[src/core/calbe_pkg.sv]
// Package: opcodes, carriers, flag positions and constants of the execution datapath
// Functional notes
// - Add and add-with-carry write the sum, update Z C N V H, one cycle.
// - Word add adds a constant to a register pair, Z C N V S, two cycles.
// - Word subtract takes a constant from a register pair, Z C N V S, two cycles.
// - Subtract and subtract-constant write the difference, Z C N V H, one cycle.
// - Subtracts with carry also take the carry away, Z C N V H, one cycle.
// - AND forms write the AND, only Z N V S change, one cycle.
// - OR forms and XOR write the result, only Z N V S change, one cycle.
// - Invert gives 0xff minus operand; arithmetic inverse 0x00 minus it, adds H.
// - Set-bits ORs the mask, clear-bits ANDs 0xff minus mask, Z N V, one cycle.
// - Add-one and subtract-one step by one, only Z N V S, carry kept.
// - Zero test ANDs a register with itself, keeps it, sets Z N V.
// - Zero-register XORs with itself (Z N V); fill-ones loads 0xff, no flags.
// - Products place the 16-bit result in R1:R0, update Z C, two cycles.
// - Fractional products write the product shifted left one, Z C, two cycles.
// - Relative jump PC+k+1 and indirect jump take 2 cycles, absolute 3.
// - Relative/indirect call 3 cycles, direct call 4, return pops PC in 4.
package calbe_pkg;
  localparam int unsigned CALBE_FLAG_C = 0;
  localparam int unsigned CALBE_FLAG_Z = 1;
  localparam int unsigned CALBE_FLAG_N = 2;
  localparam int unsigned CALBE_FLAG_V = 3;
  localparam int unsigned CALBE_FLAG_S = 4;
  localparam int unsigned CALBE_FLAG_H = 5;
  localparam int unsigned CALBE_FLAG_I = 7;
  localparam logic [7:0] CALBE_SREG_RST = 8'h00;
  localparam logic [7:0] CALBE_ONES = 8'hff;
  localparam logic [7:0] CALBE_ZERO = 8'h00;
  localparam logic [15:0] CALBE_PC_RST = 16'h0000;
  localparam logic [15:0] CALBE_STEP1 = 16'h0001;
  localparam logic [15:0] CALBE_STEP2 = 16'h0002;
  localparam logic [4:0] CALBE_R0_IDX = 5'h00;
  localparam logic [2:0] CALBE_CYC_ALU = 3'h1;
  localparam logic [2:0] CALBE_CYC_WORD = 3'h2;
  localparam logic [2:0] CALBE_CYC_PROD = 3'h2;
  localparam logic [2:0] CALBE_CYC_JUMP = 3'h2;
  localparam logic [2:0] CALBE_CYC_ABS = 3'h3;
  localparam logic [2:0] CALBE_CYC_CALL = 3'h3;
  localparam logic [2:0] CALBE_CYC_DCALL = 3'h4;
  localparam logic [2:0] CALBE_CYC_POP = 3'h4;
  localparam logic [11:0] CALBE_OFS_SREG = 12'h000;
  localparam logic [11:0] CALBE_OFS_PC = 12'h004;
  localparam logic [11:0] CALBE_OFS_STAT = 12'h008;

  typedef enum logic [5:0] {
    CALBE_OP_NOP, CALBE_OP_ADD, CALBE_OP_ADD_CARRY, CALBE_OP_WORD_ADD_IMM,
    CALBE_OP_SUB, CALBE_OP_SUB_CONST, CALBE_OP_SUB_CARRY, CALBE_OP_SUB_CONST_CARRY,
    CALBE_OP_WORD_SUB_IMM, CALBE_OP_AND, CALBE_OP_AND_CONST, CALBE_OP_OR,
    CALBE_OP_OR_CONST, CALBE_OP_XOR, CALBE_OP_INVERT, CALBE_OP_ARITH_INV,
    CALBE_OP_SET_BITS, CALBE_OP_CLR_BITS, CALBE_OP_ADD_ONE, CALBE_OP_SUB_ONE,
    CALBE_OP_ZERO_TEST, CALBE_OP_ZERO_REG, CALBE_OP_FILL_ONES, CALBE_OP_PROD_U,
    CALBE_OP_PROD_S, CALBE_OP_PROD_SU, CALBE_OP_FRAC_U, CALBE_OP_FRAC_S,
    CALBE_OP_FRAC_SU, CALBE_OP_REL_JUMP, CALBE_OP_IND_JUMP, CALBE_OP_ABS_JUMP,
    CALBE_OP_REL_CALL, CALBE_OP_IND_CALL, CALBE_OP_DIR_CALL, CALBE_OP_POP_PC,
    CALBE_OP_INT_EXIT
  } calbe_op_t;

  typedef enum logic {CALBE_IDLE, CALBE_RUN} calbe_state_t;

  typedef struct packed {
    calbe_op_t op;
    logic [4:0] rd_idx;     // Destination, low register of a pair
    logic [7:0] rd_val;
    logic [7:0] rd_hi_val;  // Upper register of the pair
    logic [7:0] src_val;
    logic [7:0] imm;
    logic [11:0] offs;      // Signed relative offset
    logic [15:0] target;    // Absolute target or pointer pair
    logic [15:0] pc;        // Address of this instruction
  } calbe_req_t;

  typedef struct packed {
    logic wr_byte;
    logic wr_word;
    logic [4:0] addr;
    logic [15:0] data;
  } calbe_wb_t;

  typedef struct packed {
    logic load;
    logic push;
    logic pop;
    logic [15:0] target;
    logic [15:0] ret_addr;
  } calbe_flow_t;

  function automatic logic [2:0] calbe_cycles(calbe_op_t op);
    case (op)
      CALBE_OP_WORD_ADD_IMM, CALBE_OP_WORD_SUB_IMM: calbe_cycles = CALBE_CYC_WORD;
      CALBE_OP_PROD_U, CALBE_OP_PROD_S, CALBE_OP_PROD_SU,
      CALBE_OP_FRAC_U, CALBE_OP_FRAC_S, CALBE_OP_FRAC_SU: calbe_cycles = CALBE_CYC_PROD;
      CALBE_OP_REL_JUMP, CALBE_OP_IND_JUMP: calbe_cycles = CALBE_CYC_JUMP;
      CALBE_OP_ABS_JUMP: calbe_cycles = CALBE_CYC_ABS;
      CALBE_OP_REL_CALL, CALBE_OP_IND_CALL: calbe_cycles = CALBE_CYC_CALL;
      CALBE_OP_DIR_CALL: calbe_cycles = CALBE_CYC_DCALL;
      CALBE_OP_POP_PC, CALBE_OP_INT_EXIT: calbe_cycles = CALBE_CYC_POP;
      default: calbe_cycles = CALBE_CYC_ALU;
    endcase
  endfunction
endpackage

[src/core/calbe_mult.sv]
// Registered 8x8 multiplier with signed, mixed and fractional forms
`timescale 1ns/1ps
`default_nettype none
module calbe_mult (
  input wire logic clk_i,          // Core clock
  input wire logic nrst_i,         // Async reset, active low
  input wire logic en_i,           // Clock enable
  input wire logic start_i,        // Capture a new product
  input wire logic [7:0] a_i,      // First factor
  input wire logic [7:0] b_i,      // Second factor
  input wire logic a_signed_i,     // First factor is signed
  input wire logic b_signed_i,     // Second factor is signed
  input wire logic frac_i,         // Shift product left by one
  output logic [15:0] prod_o,      // Registered product
  output logic carry_o             // Registered bit 15 before the shift
);
  import calbe_pkg::*;
  logic [15:0] prod_q, prod_d;
  logic carry_q, carry_d;
  logic signed [8:0] sa, sb;
  logic signed [17:0] full;

  always_comb begin
    sa = $signed({a_signed_i & a_i[7], a_i});
    sb = $signed({b_signed_i & b_i[7], b_i});
    full = sa * sb;
    prod_d = prod_q;
    carry_d = carry_q;
    if (start_i) begin
      carry_d = full[15];
      prod_d = frac_i ? {full[14:0], 1'b0} : full[15:0];
    end
  end

  always_ff @(posedge clk_i or negedge nrst_i) begin
    if (!nrst_i) begin
      prod_q <= 16'h0000;
      carry_q <= 1'b0;
    end else if (en_i) begin
      prod_q <= prod_d;
      carry_q <= carry_d;
    end
  end

  assign prod_o = prod_q;
  assign carry_o = carry_q;
endmodule
`default_nettype wire

[src/core/calbe_exec.sv]
// Execution datapath: arithmetic, logic, products and unconditional flow
`timescale 1ns/1ps
`default_nettype none
module calbe_exec (
  input wire logic clk_i,                     // Core clock, 20 MHz
  input wire logic nrst_i,                    // Async reset, active low
  input wire logic en_i,                      // Clock enable, freezes all state
  input wire logic valid_i,                   // Decoder offers an operation
  output logic ready_o,                       // Block can take an operation
  input wire calbe_pkg::calbe_req_t req_i,    // Decoded operation and operands
  input wire logic [15:0] stack_top_i,        // Return address on top of stack
  output calbe_pkg::calbe_wb_t wb_o,          // Register file write, one-cycle
  output calbe_pkg::calbe_flow_t flow_o,      // PC load and stack strobes
  output logic [7:0] sreg_o,                  // Status flags
  input wire logic psel,                      // APB select
  input wire logic penable,                   // APB enable
  input wire logic pwrite,                    // APB direction
  input wire logic [11:0] paddr,              // APB byte address
  input wire logic [31:0] pwdata,             // APB write data
  output logic [31:0] prdata,                 // APB read data
  output logic pready,                        // APB ready
  output logic pslverr                        // APB error on unmapped address
);
  import calbe_pkg::*;

  // Sequencer
  calbe_state_t state_q, state_d;
  calbe_req_t req_q, req_d, cur;
  logic [2:0] cnt_q, cnt_d;
  logic [7:0] sreg_q, sreg_d;
  calbe_wb_t wb_q, wb_d;
  calbe_flow_t flow_q, flow_d;

  logic [15:0] pc_last_q, pc_last_d;
  logic [15:0] retired_q, retired_d;
  logic [31:0] rdata_q, rdata_d;

  logic take, commit, is_prod, hit, sw_wr;

  // Multiplier
  logic [15:0] prod;
  logic prod_c;

  // Arithmetic scratch
  logic [7:0] a, b, res;
  logic [8:0] wide;
  logic [15:0] w16;
  logic [15:0] rel;
  logic cin, do_sub, do_add, upd_c, upd_h, upd_s, upd_znv, chain_z, logic_v;
  logic c_new, h_new, v_new;

  assign ready_o = (state_q == CALBE_IDLE);
  // Taken only when enabled
  assign take = valid_i && ready_o && en_i;
  // Held operands while busy
  assign cur = (state_q == CALBE_IDLE) ? req_i : req_q;
  assign commit = en_i && (((state_q == CALBE_IDLE) && take &&
                  (calbe_cycles(req_i.op) == CALBE_CYC_ALU)) ||
                  ((state_q == CALBE_RUN) && (cnt_q == 3'h0)));

  always_comb begin
    case (req_i.op)
      CALBE_OP_PROD_U, CALBE_OP_PROD_S, CALBE_OP_PROD_SU,
      CALBE_OP_FRAC_U, CALBE_OP_FRAC_S, CALBE_OP_FRAC_SU: is_prod = 1'b1;
      default: is_prod = 1'b0;
    endcase
  end

  // Product is captured at acceptance and read back at the closing edge
  calbe_mult u_mult (
    .clk_i(clk_i),
    .nrst_i(nrst_i),
    .en_i(en_i),
    .start_i(take && is_prod),
    .a_i(req_i.rd_val),
    .b_i(req_i.src_val),
    .a_signed_i(req_i.op inside {CALBE_OP_PROD_S, CALBE_OP_PROD_SU,
                                 CALBE_OP_FRAC_S, CALBE_OP_FRAC_SU}),
    .b_signed_i(req_i.op inside {CALBE_OP_PROD_S, CALBE_OP_FRAC_S}),
    .frac_i(req_i.op inside {CALBE_OP_FRAC_U, CALBE_OP_FRAC_S, CALBE_OP_FRAC_SU}),
    .prod_o(prod),
    .carry_o(prod_c)
  );

  // Byte arithmetic: operand selection
  always_comb begin
    a = cur.rd_val;
    b = cur.src_val;
    cin = 1'b0;
    do_add = 1'b0;
    do_sub = 1'b0;
    upd_c = 1'b0;
    upd_h = 1'b0;
    upd_znv = 1'b0;
    chain_z = 1'b0;
    logic_v = 1'b0;
    res = cur.rd_val;

    case (cur.op)
      CALBE_OP_ADD: begin
        do_add = 1'b1; upd_c = 1'b1; upd_h = 1'b1; upd_znv = 1'b1;
      end
      CALBE_OP_ADD_CARRY: begin
        do_add = 1'b1; cin = sreg_q[CALBE_FLAG_C];
        upd_c = 1'b1; upd_h = 1'b1; upd_znv = 1'b1;
      end
      CALBE_OP_SUB, CALBE_OP_SUB_CONST: begin
        if (cur.op == CALBE_OP_SUB_CONST) b = cur.imm;
        do_sub = 1'b1; upd_c = 1'b1; upd_h = 1'b1; upd_znv = 1'b1;
      end
      CALBE_OP_SUB_CARRY, CALBE_OP_SUB_CONST_CARRY: begin
        if (cur.op == CALBE_OP_SUB_CONST_CARRY) b = cur.imm;
        cin = sreg_q[CALBE_FLAG_C];
        chain_z = 1'b1;
        do_sub = 1'b1; upd_c = 1'b1; upd_h = 1'b1; upd_znv = 1'b1;
      end
      // Logic forms clear V
      CALBE_OP_AND, CALBE_OP_AND_CONST, CALBE_OP_ZERO_TEST: begin
        if (cur.op == CALBE_OP_AND_CONST) b = cur.imm;
        if (cur.op == CALBE_OP_ZERO_TEST) b = cur.rd_val;
        res = a & b;
        logic_v = 1'b1; upd_znv = 1'b1;
      end
      CALBE_OP_OR, CALBE_OP_OR_CONST, CALBE_OP_SET_BITS: begin
        if (cur.op != CALBE_OP_OR) b = cur.imm;
        res = a | b;
        logic_v = 1'b1; upd_znv = 1'b1;
      end
      CALBE_OP_XOR, CALBE_OP_ZERO_REG: begin
        if (cur.op == CALBE_OP_ZERO_REG) b = cur.rd_val;
        res = a ^ b;
        logic_v = 1'b1; upd_znv = 1'b1;
      end
      CALBE_OP_CLR_BITS: begin
        res = a & (CALBE_ONES - cur.imm);
        logic_v = 1'b1; upd_znv = 1'b1;
      end
      CALBE_OP_INVERT: begin
        a = CALBE_ONES; b = cur.rd_val;
        do_sub = 1'b1; upd_c = 1'b1; upd_znv = 1'b1;
      end
      CALBE_OP_ARITH_INV: begin
        a = CALBE_ZERO; b = cur.rd_val;
        do_sub = 1'b1; upd_c = 1'b1; upd_h = 1'b1; upd_znv = 1'b1;
      end
      CALBE_OP_ADD_ONE: begin
        b = 8'h01; do_add = 1'b1; upd_znv = 1'b1;
      end
      CALBE_OP_SUB_ONE: begin
        b = 8'h01; do_sub = 1'b1; upd_znv = 1'b1;
      end
      CALBE_OP_FILL_ONES: res = CALBE_ONES;
      default: res = cur.rd_val;
    endcase

    wide = 9'h000;
    if (do_add) begin
      wide = {1'b0, a} + {1'b0, b} + {8'h00, cin};
      res = wide[7:0];
    end else if (do_sub) begin
      wide = {1'b0, a} - {1'b0, b} - {8'h00, cin};
      res = wide[7:0];
    end

    c_new = wide[8];
    if (do_add) begin
      h_new = (a[3] & b[3]) | (b[3] & ~res[3]) | (~res[3] & a[3]);
      v_new = (a[7] & b[7] & ~res[7]) | (~a[7] & ~b[7] & res[7]);
    end else begin
      h_new = (~a[3] & b[3]) | (b[3] & res[3]) | (res[3] & ~a[3]);
      v_new = (a[7] & ~b[7] & ~res[7]) | (~a[7] & b[7] & res[7]);
    end
    if (cur.op == CALBE_OP_INVERT) c_new = 1'b1;

    if (logic_v) v_new = 1'b0;
  end

  // Word arithmetic and relative target
  always_comb begin
    upd_s = 1'b0;

    if (cur.op == CALBE_OP_WORD_SUB_IMM) begin
      w16 = {cur.rd_hi_val, cur.rd_val} - {8'h00, cur.imm};
      upd_s = 1'b1;
    end else begin
      w16 = {cur.rd_hi_val, cur.rd_val} + {8'h00, cur.imm};
      upd_s = (cur.op == CALBE_OP_WORD_ADD_IMM);
    end
    // Sign extension lets targets lie on either side of the instruction
    rel = cur.pc + {{4{cur.offs[11]}}, cur.offs} + CALBE_STEP1;
  end

  // Sequencing, flags, write-back and flow control
  always_comb begin
    state_d = state_q;
    req_d = req_q;
    cnt_d = cnt_q;
    sreg_d = sreg_q;
    wb_d = '0;
    flow_d = '0;
    flow_d.target = flow_q.target;
    flow_d.ret_addr = flow_q.ret_addr;
    pc_last_d = pc_last_q;
    retired_d = retired_q;

    if (sw_wr) sreg_d = pwdata[7:0];

    if (take && !commit) begin
      req_d = req_i;
      cnt_d = calbe_cycles(req_i.op) - 3'h2;
      state_d = CALBE_RUN;
    end else if (state_q == CALBE_RUN && en_i && cnt_q != 3'h0) begin
      cnt_d = cnt_q - 3'h1;
    end

    if (commit) begin
      state_d = CALBE_IDLE;
      retired_d = retired_q + 16'h0001;

      // A completing operation wins over a software flag write
      sreg_d = sreg_q;
      wb_d.addr = cur.rd_idx;
      // S follows N and V
      if (upd_znv) begin
        sreg_d[CALBE_FLAG_Z] = (res == CALBE_ZERO) & (~chain_z | sreg_q[CALBE_FLAG_Z]);
        sreg_d[CALBE_FLAG_N] = res[7];
        sreg_d[CALBE_FLAG_V] = v_new;
        sreg_d[CALBE_FLAG_S] = res[7] ^ v_new;
      end
      if (upd_c) sreg_d[CALBE_FLAG_C] = c_new;
      if (upd_h) sreg_d[CALBE_FLAG_H] = h_new;

      // Per class results
      case (cur.op)
        CALBE_OP_WORD_ADD_IMM, CALBE_OP_WORD_SUB_IMM: begin
          wb_d.wr_word = 1'b1;
          wb_d.data = w16;
          sreg_d[CALBE_FLAG_Z] = (w16 == 16'h0000);
          sreg_d[CALBE_FLAG_N] = w16[15];
          if (upd_s && cur.op == CALBE_OP_WORD_SUB_IMM) begin
            sreg_d[CALBE_FLAG_V] = cur.rd_hi_val[7] & ~w16[15];
            sreg_d[CALBE_FLAG_C] = w16[15] & ~cur.rd_hi_val[7];
          end else begin
            sreg_d[CALBE_FLAG_V] = ~cur.rd_hi_val[7] & w16[15];
            sreg_d[CALBE_FLAG_C] = ~w16[15] & cur.rd_hi_val[7];
          end
          sreg_d[CALBE_FLAG_S] = sreg_d[CALBE_FLAG_N] ^ sreg_d[CALBE_FLAG_V];
        end
        CALBE_OP_PROD_U, CALBE_OP_PROD_S, CALBE_OP_PROD_SU,
        CALBE_OP_FRAC_U, CALBE_OP_FRAC_S, CALBE_OP_FRAC_SU: begin
          wb_d.wr_word = 1'b1;
          wb_d.addr = CALBE_R0_IDX;
          wb_d.data = prod;
          sreg_d[CALBE_FLAG_Z] = (prod == 16'h0000);
          sreg_d[CALBE_FLAG_C] = prod_c;
        end
        CALBE_OP_REL_JUMP, CALBE_OP_REL_CALL: begin
          flow_d.load = 1'b1;
          flow_d.target = rel;
          flow_d.push = (cur.op == CALBE_OP_REL_CALL);
          flow_d.ret_addr = cur.pc + CALBE_STEP1;
        end
        CALBE_OP_IND_JUMP, CALBE_OP_IND_CALL, CALBE_OP_ABS_JUMP, CALBE_OP_DIR_CALL: begin
          flow_d.load = 1'b1;
          flow_d.target = cur.target;
          flow_d.push = (cur.op == CALBE_OP_IND_CALL) ||
                        (cur.op == CALBE_OP_DIR_CALL);
          // A direct call is two words long, so it returns past both
          flow_d.ret_addr = (cur.op == CALBE_OP_DIR_CALL) ? cur.pc + CALBE_STEP2
                                                          : cur.pc + CALBE_STEP1;
        end
        CALBE_OP_POP_PC, CALBE_OP_INT_EXIT: begin
          flow_d.load = 1'b1;
          flow_d.pop = 1'b1;
          flow_d.target = stack_top_i;
          if (cur.op == CALBE_OP_INT_EXIT) sreg_d[CALBE_FLAG_I] = 1'b1;
        end
        CALBE_OP_NOP: wb_d.wr_byte = 1'b0;
        default: begin
          wb_d.wr_byte = 1'b1;
          wb_d.data = {8'h00, res};
        end
      endcase

      if (flow_d.load) pc_last_d = flow_d.target;
    end
  end

  // APB slave: zero wait states, read data staged during the setup phase
  always_comb begin
    hit = (paddr == CALBE_OFS_SREG) || (paddr == CALBE_OFS_PC) ||
          (paddr == CALBE_OFS_STAT);
    rdata_d = rdata_q;

    if (psel && !penable) begin
      case (paddr)
        CALBE_OFS_SREG: rdata_d = {24'h000000, sreg_q};
        CALBE_OFS_PC: rdata_d = {16'h0000, pc_last_q};
        CALBE_OFS_STAT: rdata_d = {retired_q, 15'h0000, ~ready_o};
        default: rdata_d = 32'h00000000;
      endcase
    end
  end

  // Only the flag word takes writes
  assign sw_wr = en_i && psel && penable && pwrite && (paddr == CALBE_OFS_SREG);

  assign pready = 1'b1;
  assign pslverr = psel && penable && !hit;
  assign prdata = rdata_q;

  always_ff @(posedge clk_i or negedge nrst_i) begin
    if (!nrst_i) begin
      state_q <= CALBE_IDLE;
      req_q <= '0;
      cnt_q <= 3'h0;
      sreg_q <= CALBE_SREG_RST;
      wb_q <= '0;
      flow_q <= '0;
      pc_last_q <= CALBE_PC_RST;
      retired_q <= 16'h0000;
      rdata_q <= 32'h00000000;
    end else if (en_i) begin
      state_q <= state_d;
      req_q <= req_d;
      cnt_q <= cnt_d;
      sreg_q <= sreg_d;
      wb_q <= wb_d;
      flow_q <= flow_d;
      pc_last_q <= pc_last_d;
      retired_q <= retired_d;
      rdata_q <= rdata_d;
    end
  end

  // Outputs straight from flops
  assign wb_o = wb_q;
  assign flow_o = flow_q;
  assign sreg_o = sreg_q;
endmodule
`default_nettype wire

[config.mk]
export PLATFORM = sky130hd
export DESIGN_NAME = calbe_exec
export DESIGN_NICKNAME = d
export VERILOG_FILES = /design/src/core/calbe_pkg.sv /design/src/core/calbe_mult.sv /design/src/core/calbe_exec.sv
export SDC_FILE = /design/constraint.sdc
export NUM_CORES = 1
export LEC_CHECK = 0
export BUFFER_PORTS_ARGS = -buffer_cell sky130_fd_sc_hd__buf_2
export CAP_MARGIN = 20
export CORE_ASPECT_RATIO = 0.9
export CORE_MARGIN = 5
export CORE_UTILIZATION = 53
export DETAILED_ROUTE_END_ITERATION = 16
export PLACE_DENSITY = 0.82
export RECOVER_POWER = 25
export SYNTH_ARGS = -nofsm -noshare
export SYNTH_HDL_FRONTEND = slang
export SYNTH_SLANG_ARGS = --single-unit
export TNS_END_PERCENT = 30
[constraint.sdc]
create_clock -name clk_i -period 5.2 [get_ports clk_i]
set_clock_uncertainty 0.2 [all_clocks]
set_input_delay 0.78 -clock clk_i [delete_from_list [all_inputs] [get_ports clk_i]]
set_output_delay 0.78 -clock clk_i [all_outputs]
set_load 0.1 [all_outputs]
==> results.toml <==
[status]
outcome = "finished, violations left"
failed_checks = "capacitance limit, slew limit, setup timing"

[cts]
clock_root_buffer = "sky130_fd_sc_hd__clkbuf_16"
cts.htree.levels = 1
cts_num_sinks = 238
clk_pin_slew_worst_paths_ns = 0.06
tritoncts = "done"
clock_latency_ns = 0.55
longest_clk_path_bufs = 3
hold_buffers = 0
cts_made_buffers = 26

[die]
die-height_um = 185
floorplan.die.width_um = 204
io-pin-count = 255
row_count = 64
die_ar_um2 = 37600
floorplan.core_area_um2 = 33700
start_util_pct = 53.2

[pwr]
power_per_cell_area_nw_per_um2 = 822
power.leakage_nw = 11.2
finalPower_mw = 18.5
ir_drop_worst_vdd_v = 0.000440

[route]
detail_route.first_pass.iterations = 6
vias = 16500
detailedRoute.firstIterationViolations = 1263
drt.antenna.violating_nets = 0
routed_wl_mm = 57.2
wl_per_cell_um = 20.2
drt-vias-per-instance = 5.84
post-route-drc-count = 0

[synth]
synth.cell_area_um2 = 17900
library_cell_occupying_the_most_area_in_the_post_synthesis_netlist = "sky130_fd_sc_hd__dfrtp_1"
yosys-top-cells-area = "sky130_fd_sc_hd__dfrtp_1 33%, sky130_fd_sc_hd__fa_1 7.7%, sky130_fd_sc_hd__ha_1 6.4%"
netlist_instances = 1899
ys_async_sr_fraction_pct = 100
post_syn_nets = 2214
yosysWarnings = 0
synth_cell_type_count = 79
synth-edff-count = 0
postSynth.topFlopCell = "sky130_fd_sc_hd__dfrtp_1"
yosys.area.top_type_share_pct = 33.2
post_synth.cell_area_avg_um2 = 9.45
ys_ff_latch = 238
sequential_area_share_after_synthesis_pct = 33.2

[sta]
worst_slew_pin_slew_ns = 3.09
setup_violations = 6
final_worst_path_setup_slack_ns = -0.289
finalHoldViolations = 0
relSlewSlack_pct = -106
finalWorstPathRequiredPeriod_ns = 5.49
fin_worst_hold_slack_ns = 0.263
final_min_period_over_clock_period_pct = 106
rsz0062_at_grt = "yes"
final-max-slew-violation-count = 121
fmax_mhz = 182

[min_path]
worst_hold_path_type = "in -> reg"

[global_routing]
grt.overflow.total = 0
track_usage_pct = 29.4
maximum_number_of_pins_on_one_net_before_global_route_repair = 121
initial_antenna_violation_count = 7
grt_pass1_wl_mm = 89.2
first_global_vias = 16500

[cells_and_area]
final_common_cell = "sky130_fd_sc_hd__buf_4"
layout_common_cells = "275 x sky130_fd_sc_hd__buf_4, 237 x sky130_fd_sc_hd__dfrtp_1, 227 x sky130_fd_sc_hd__buf_2"
post_route_cells_drive_above_1_share_pct = 30.5
finalNetCount = 2660
area_growth_syn_to_fin_pct = 25.5

[worst_setup_path]
critical_path.startpoint_type = "input port"
path_max_fanout = 3
endpoint_kind = "flip-flop"
regToRegSetupSlack_ns = -0.23
critPathKind = "in -> reg"
worst-endpoint-arrival_ns = 5.74
timing.critical_path.required_ns = 5.45

[place]
numPortBuffers = 229
gp_congestion = 0.977
pre_cts_ws_ns = -1.06
detailed_place_hpwl_mm = 45.0

[flow_run]
max-cap-violations = 1
[repair_timing]
action	4_1_cts	5_1_grt
setup buffers	2	10
setup endpoints to repair	11	19
resized for setup	10	43
pin swaps	16	23
[cell type report]
cell class / instances / area, µm²
clock inverter: 10 / 73.8
clock buffer: 36 / 728
multi-input combinational: 1418 / 11300
fill: 2641 / 11200
inverter: 149 / 559
tap: 462 / 578
timing repair buffer: 512 / 3310
sequential: 238 / 5960
antenna: 5 / 12.5
[state kept, by name, summed over array words and instances, names as in the netlist, 3 cells and up]
name           flops
retired_q         16
u_mult.prod_o     16
pc_last_q         16
prdata            32
cnt_q              3
flow_o            35
sreg_o             8
req_q             87
wb_o              23
[critical path: stages]
cell and delay [ns]:
sky130_fd_sc_hd__buf_6 0.09, sky130_fd_sc_hd__nand3b_1 0.17, sky130_fd_sc_hd__or4_4 0.53, sky130_fd_sc_hd__or2_4 0.25
sky130_fd_sc_hd__fa_1 0.45, sky130_fd_sc_hd__fa_1 0.49, sky130_fd_sc_hd__inv_1 0.05, sky130_fd_sc_hd__fa_1 0.45
sky130_fd_sc_hd__fa_1 0.49, sky130_fd_sc_hd__inv_1 0.05, sky130_fd_sc_hd__fa_1 0.49, sky130_fd_sc_hd__inv_2 0.05
sky130_fd_sc_hd__ha_4 0.22, sky130_fd_sc_hd__a21oi_2 0.14, sky130_fd_sc_hd__o21bai_1 0.10, sky130_fd_sc_hd__a21oi_2 0.16
sky130_fd_sc_hd__o21bai_1 0.09, sky130_fd_sc_hd__a21oi_2 0.15, sky130_fd_sc_hd__o21ai_1 0.08, sky130_fd_sc_hd__xnor2_1 0.13
sky130_fd_sc_hd__and2_1 0.17, sky130_fd_sc_hd__o31ai_1 0.17
[cells in the mapped netlist (11+ instances only)]
master and n:
sky130_fd_sc_hd__nand2_1 189, sky130_fd_sc_hd__and2_1 49, sky130_fd_sc_hd__ha_1 92, sky130_fd_sc_hd__a21o_1 11, sky130_fd_sc_hd__nand4_1 12, sky130_fd_sc_hd__xor2_1 23
sky130_fd_sc_hd__o22ai_1 13, sky130_fd_sc_hd__a221oi_1 15, sky130_fd_sc_hd__fa_1 69, sky130_fd_sc_hd__a22o_1 29, sky130_fd_sc_hd__nand3_1 27, sky130_fd_sc_hd__nor2_1 113
sky130_fd_sc_hd__xnor2_1 70, sky130_fd_sc_hd__a22oi_1 12, sky130_fd_sc_hd__nand2b_1 11, sky130_fd_sc_hd__buf_2 11, sky130_fd_sc_hd__mux2_1 22, sky130_fd_sc_hd__nor2b_1 12
sky130_fd_sc_hd__inv_1 147, sky130_fd_sc_hd__mux2_2 97, sky130_fd_sc_hd__nor3_1 27, sky130_fd_sc_hd__and3_1 14, sky130_fd_sc_hd__o21a_1 31, sky130_fd_sc_hd__a211oi_1 14
sky130_fd_sc_hd__a21oi_1 84, sky130_fd_sc_hd__clkbuf_1 71, sky130_fd_sc_hd__dfrtp_1 238, sky130_fd_sc_hd__o2bb2ai_1 20, sky130_fd_sc_hd__mux2i_1 91, sky130_fd_sc_hd__o21ai_0 101
[layer usage]
layer	vias to the layer above	part of all wire (%)	track usage, %
li1	7596	-	-
met3	118	7.2	4.12
met2	709	46	48.4
met5	-	0.023	0
met1	8099	44	41.4
met4	2	3.0	7.37
[report_power, final]
group	switching, mW	leakage, nW	internal, mW
logic	7.75	7.74	5.99
registers	0.481	3.04	2.53
clock network	0.778	0.380	0.979
[path summary, 6_finish.rpt]
kind,from,endpoint,cells past startpoint
setup / recovery,req_i[86],u_mult.prod_o[15],22
hold / removal,req_i[77],req_q[77],2
setup reg to reg,state_q,sreg_o[1],22
hold reg to reg,wb_o[1],wb_o[1],1
max in group asynchronous,nrst_i,state_q,1
min in group asynchronous,nrst_i,req_q[61],1
[logic make-up after synthesis]
| kind of cell | count (synthesis) | synth area share [%] |
|---|---|---|
| xor+xnor | 93 | 4.54 |
| simple gates | 513 | 13.6 |
| compound gates | 440 | 16.6 |
| other cells | 1 | 0.0209 |
| flops | 238 | 33.2 |
| fa+ha+maj | 161 | 14.1 |
| buf+inv | 243 | 5.35 |
| mux | 210 | 12.5 |
[per-stage QoR]
step	util, %	instance area [µm²]	std cells	setup TNS (ns)
detailed placement	63.5	21400	2768	-10.83
CTS	66.1	22300	2816	-1.67
global route	66.8	22500	2830	-3.47
global placement	63.5	21400	2767	-9.21
floorplan	-	18100	1899	-6.44
finish	66.8	22500	2830	-1.29
Power figures use the tool's default switching activity.
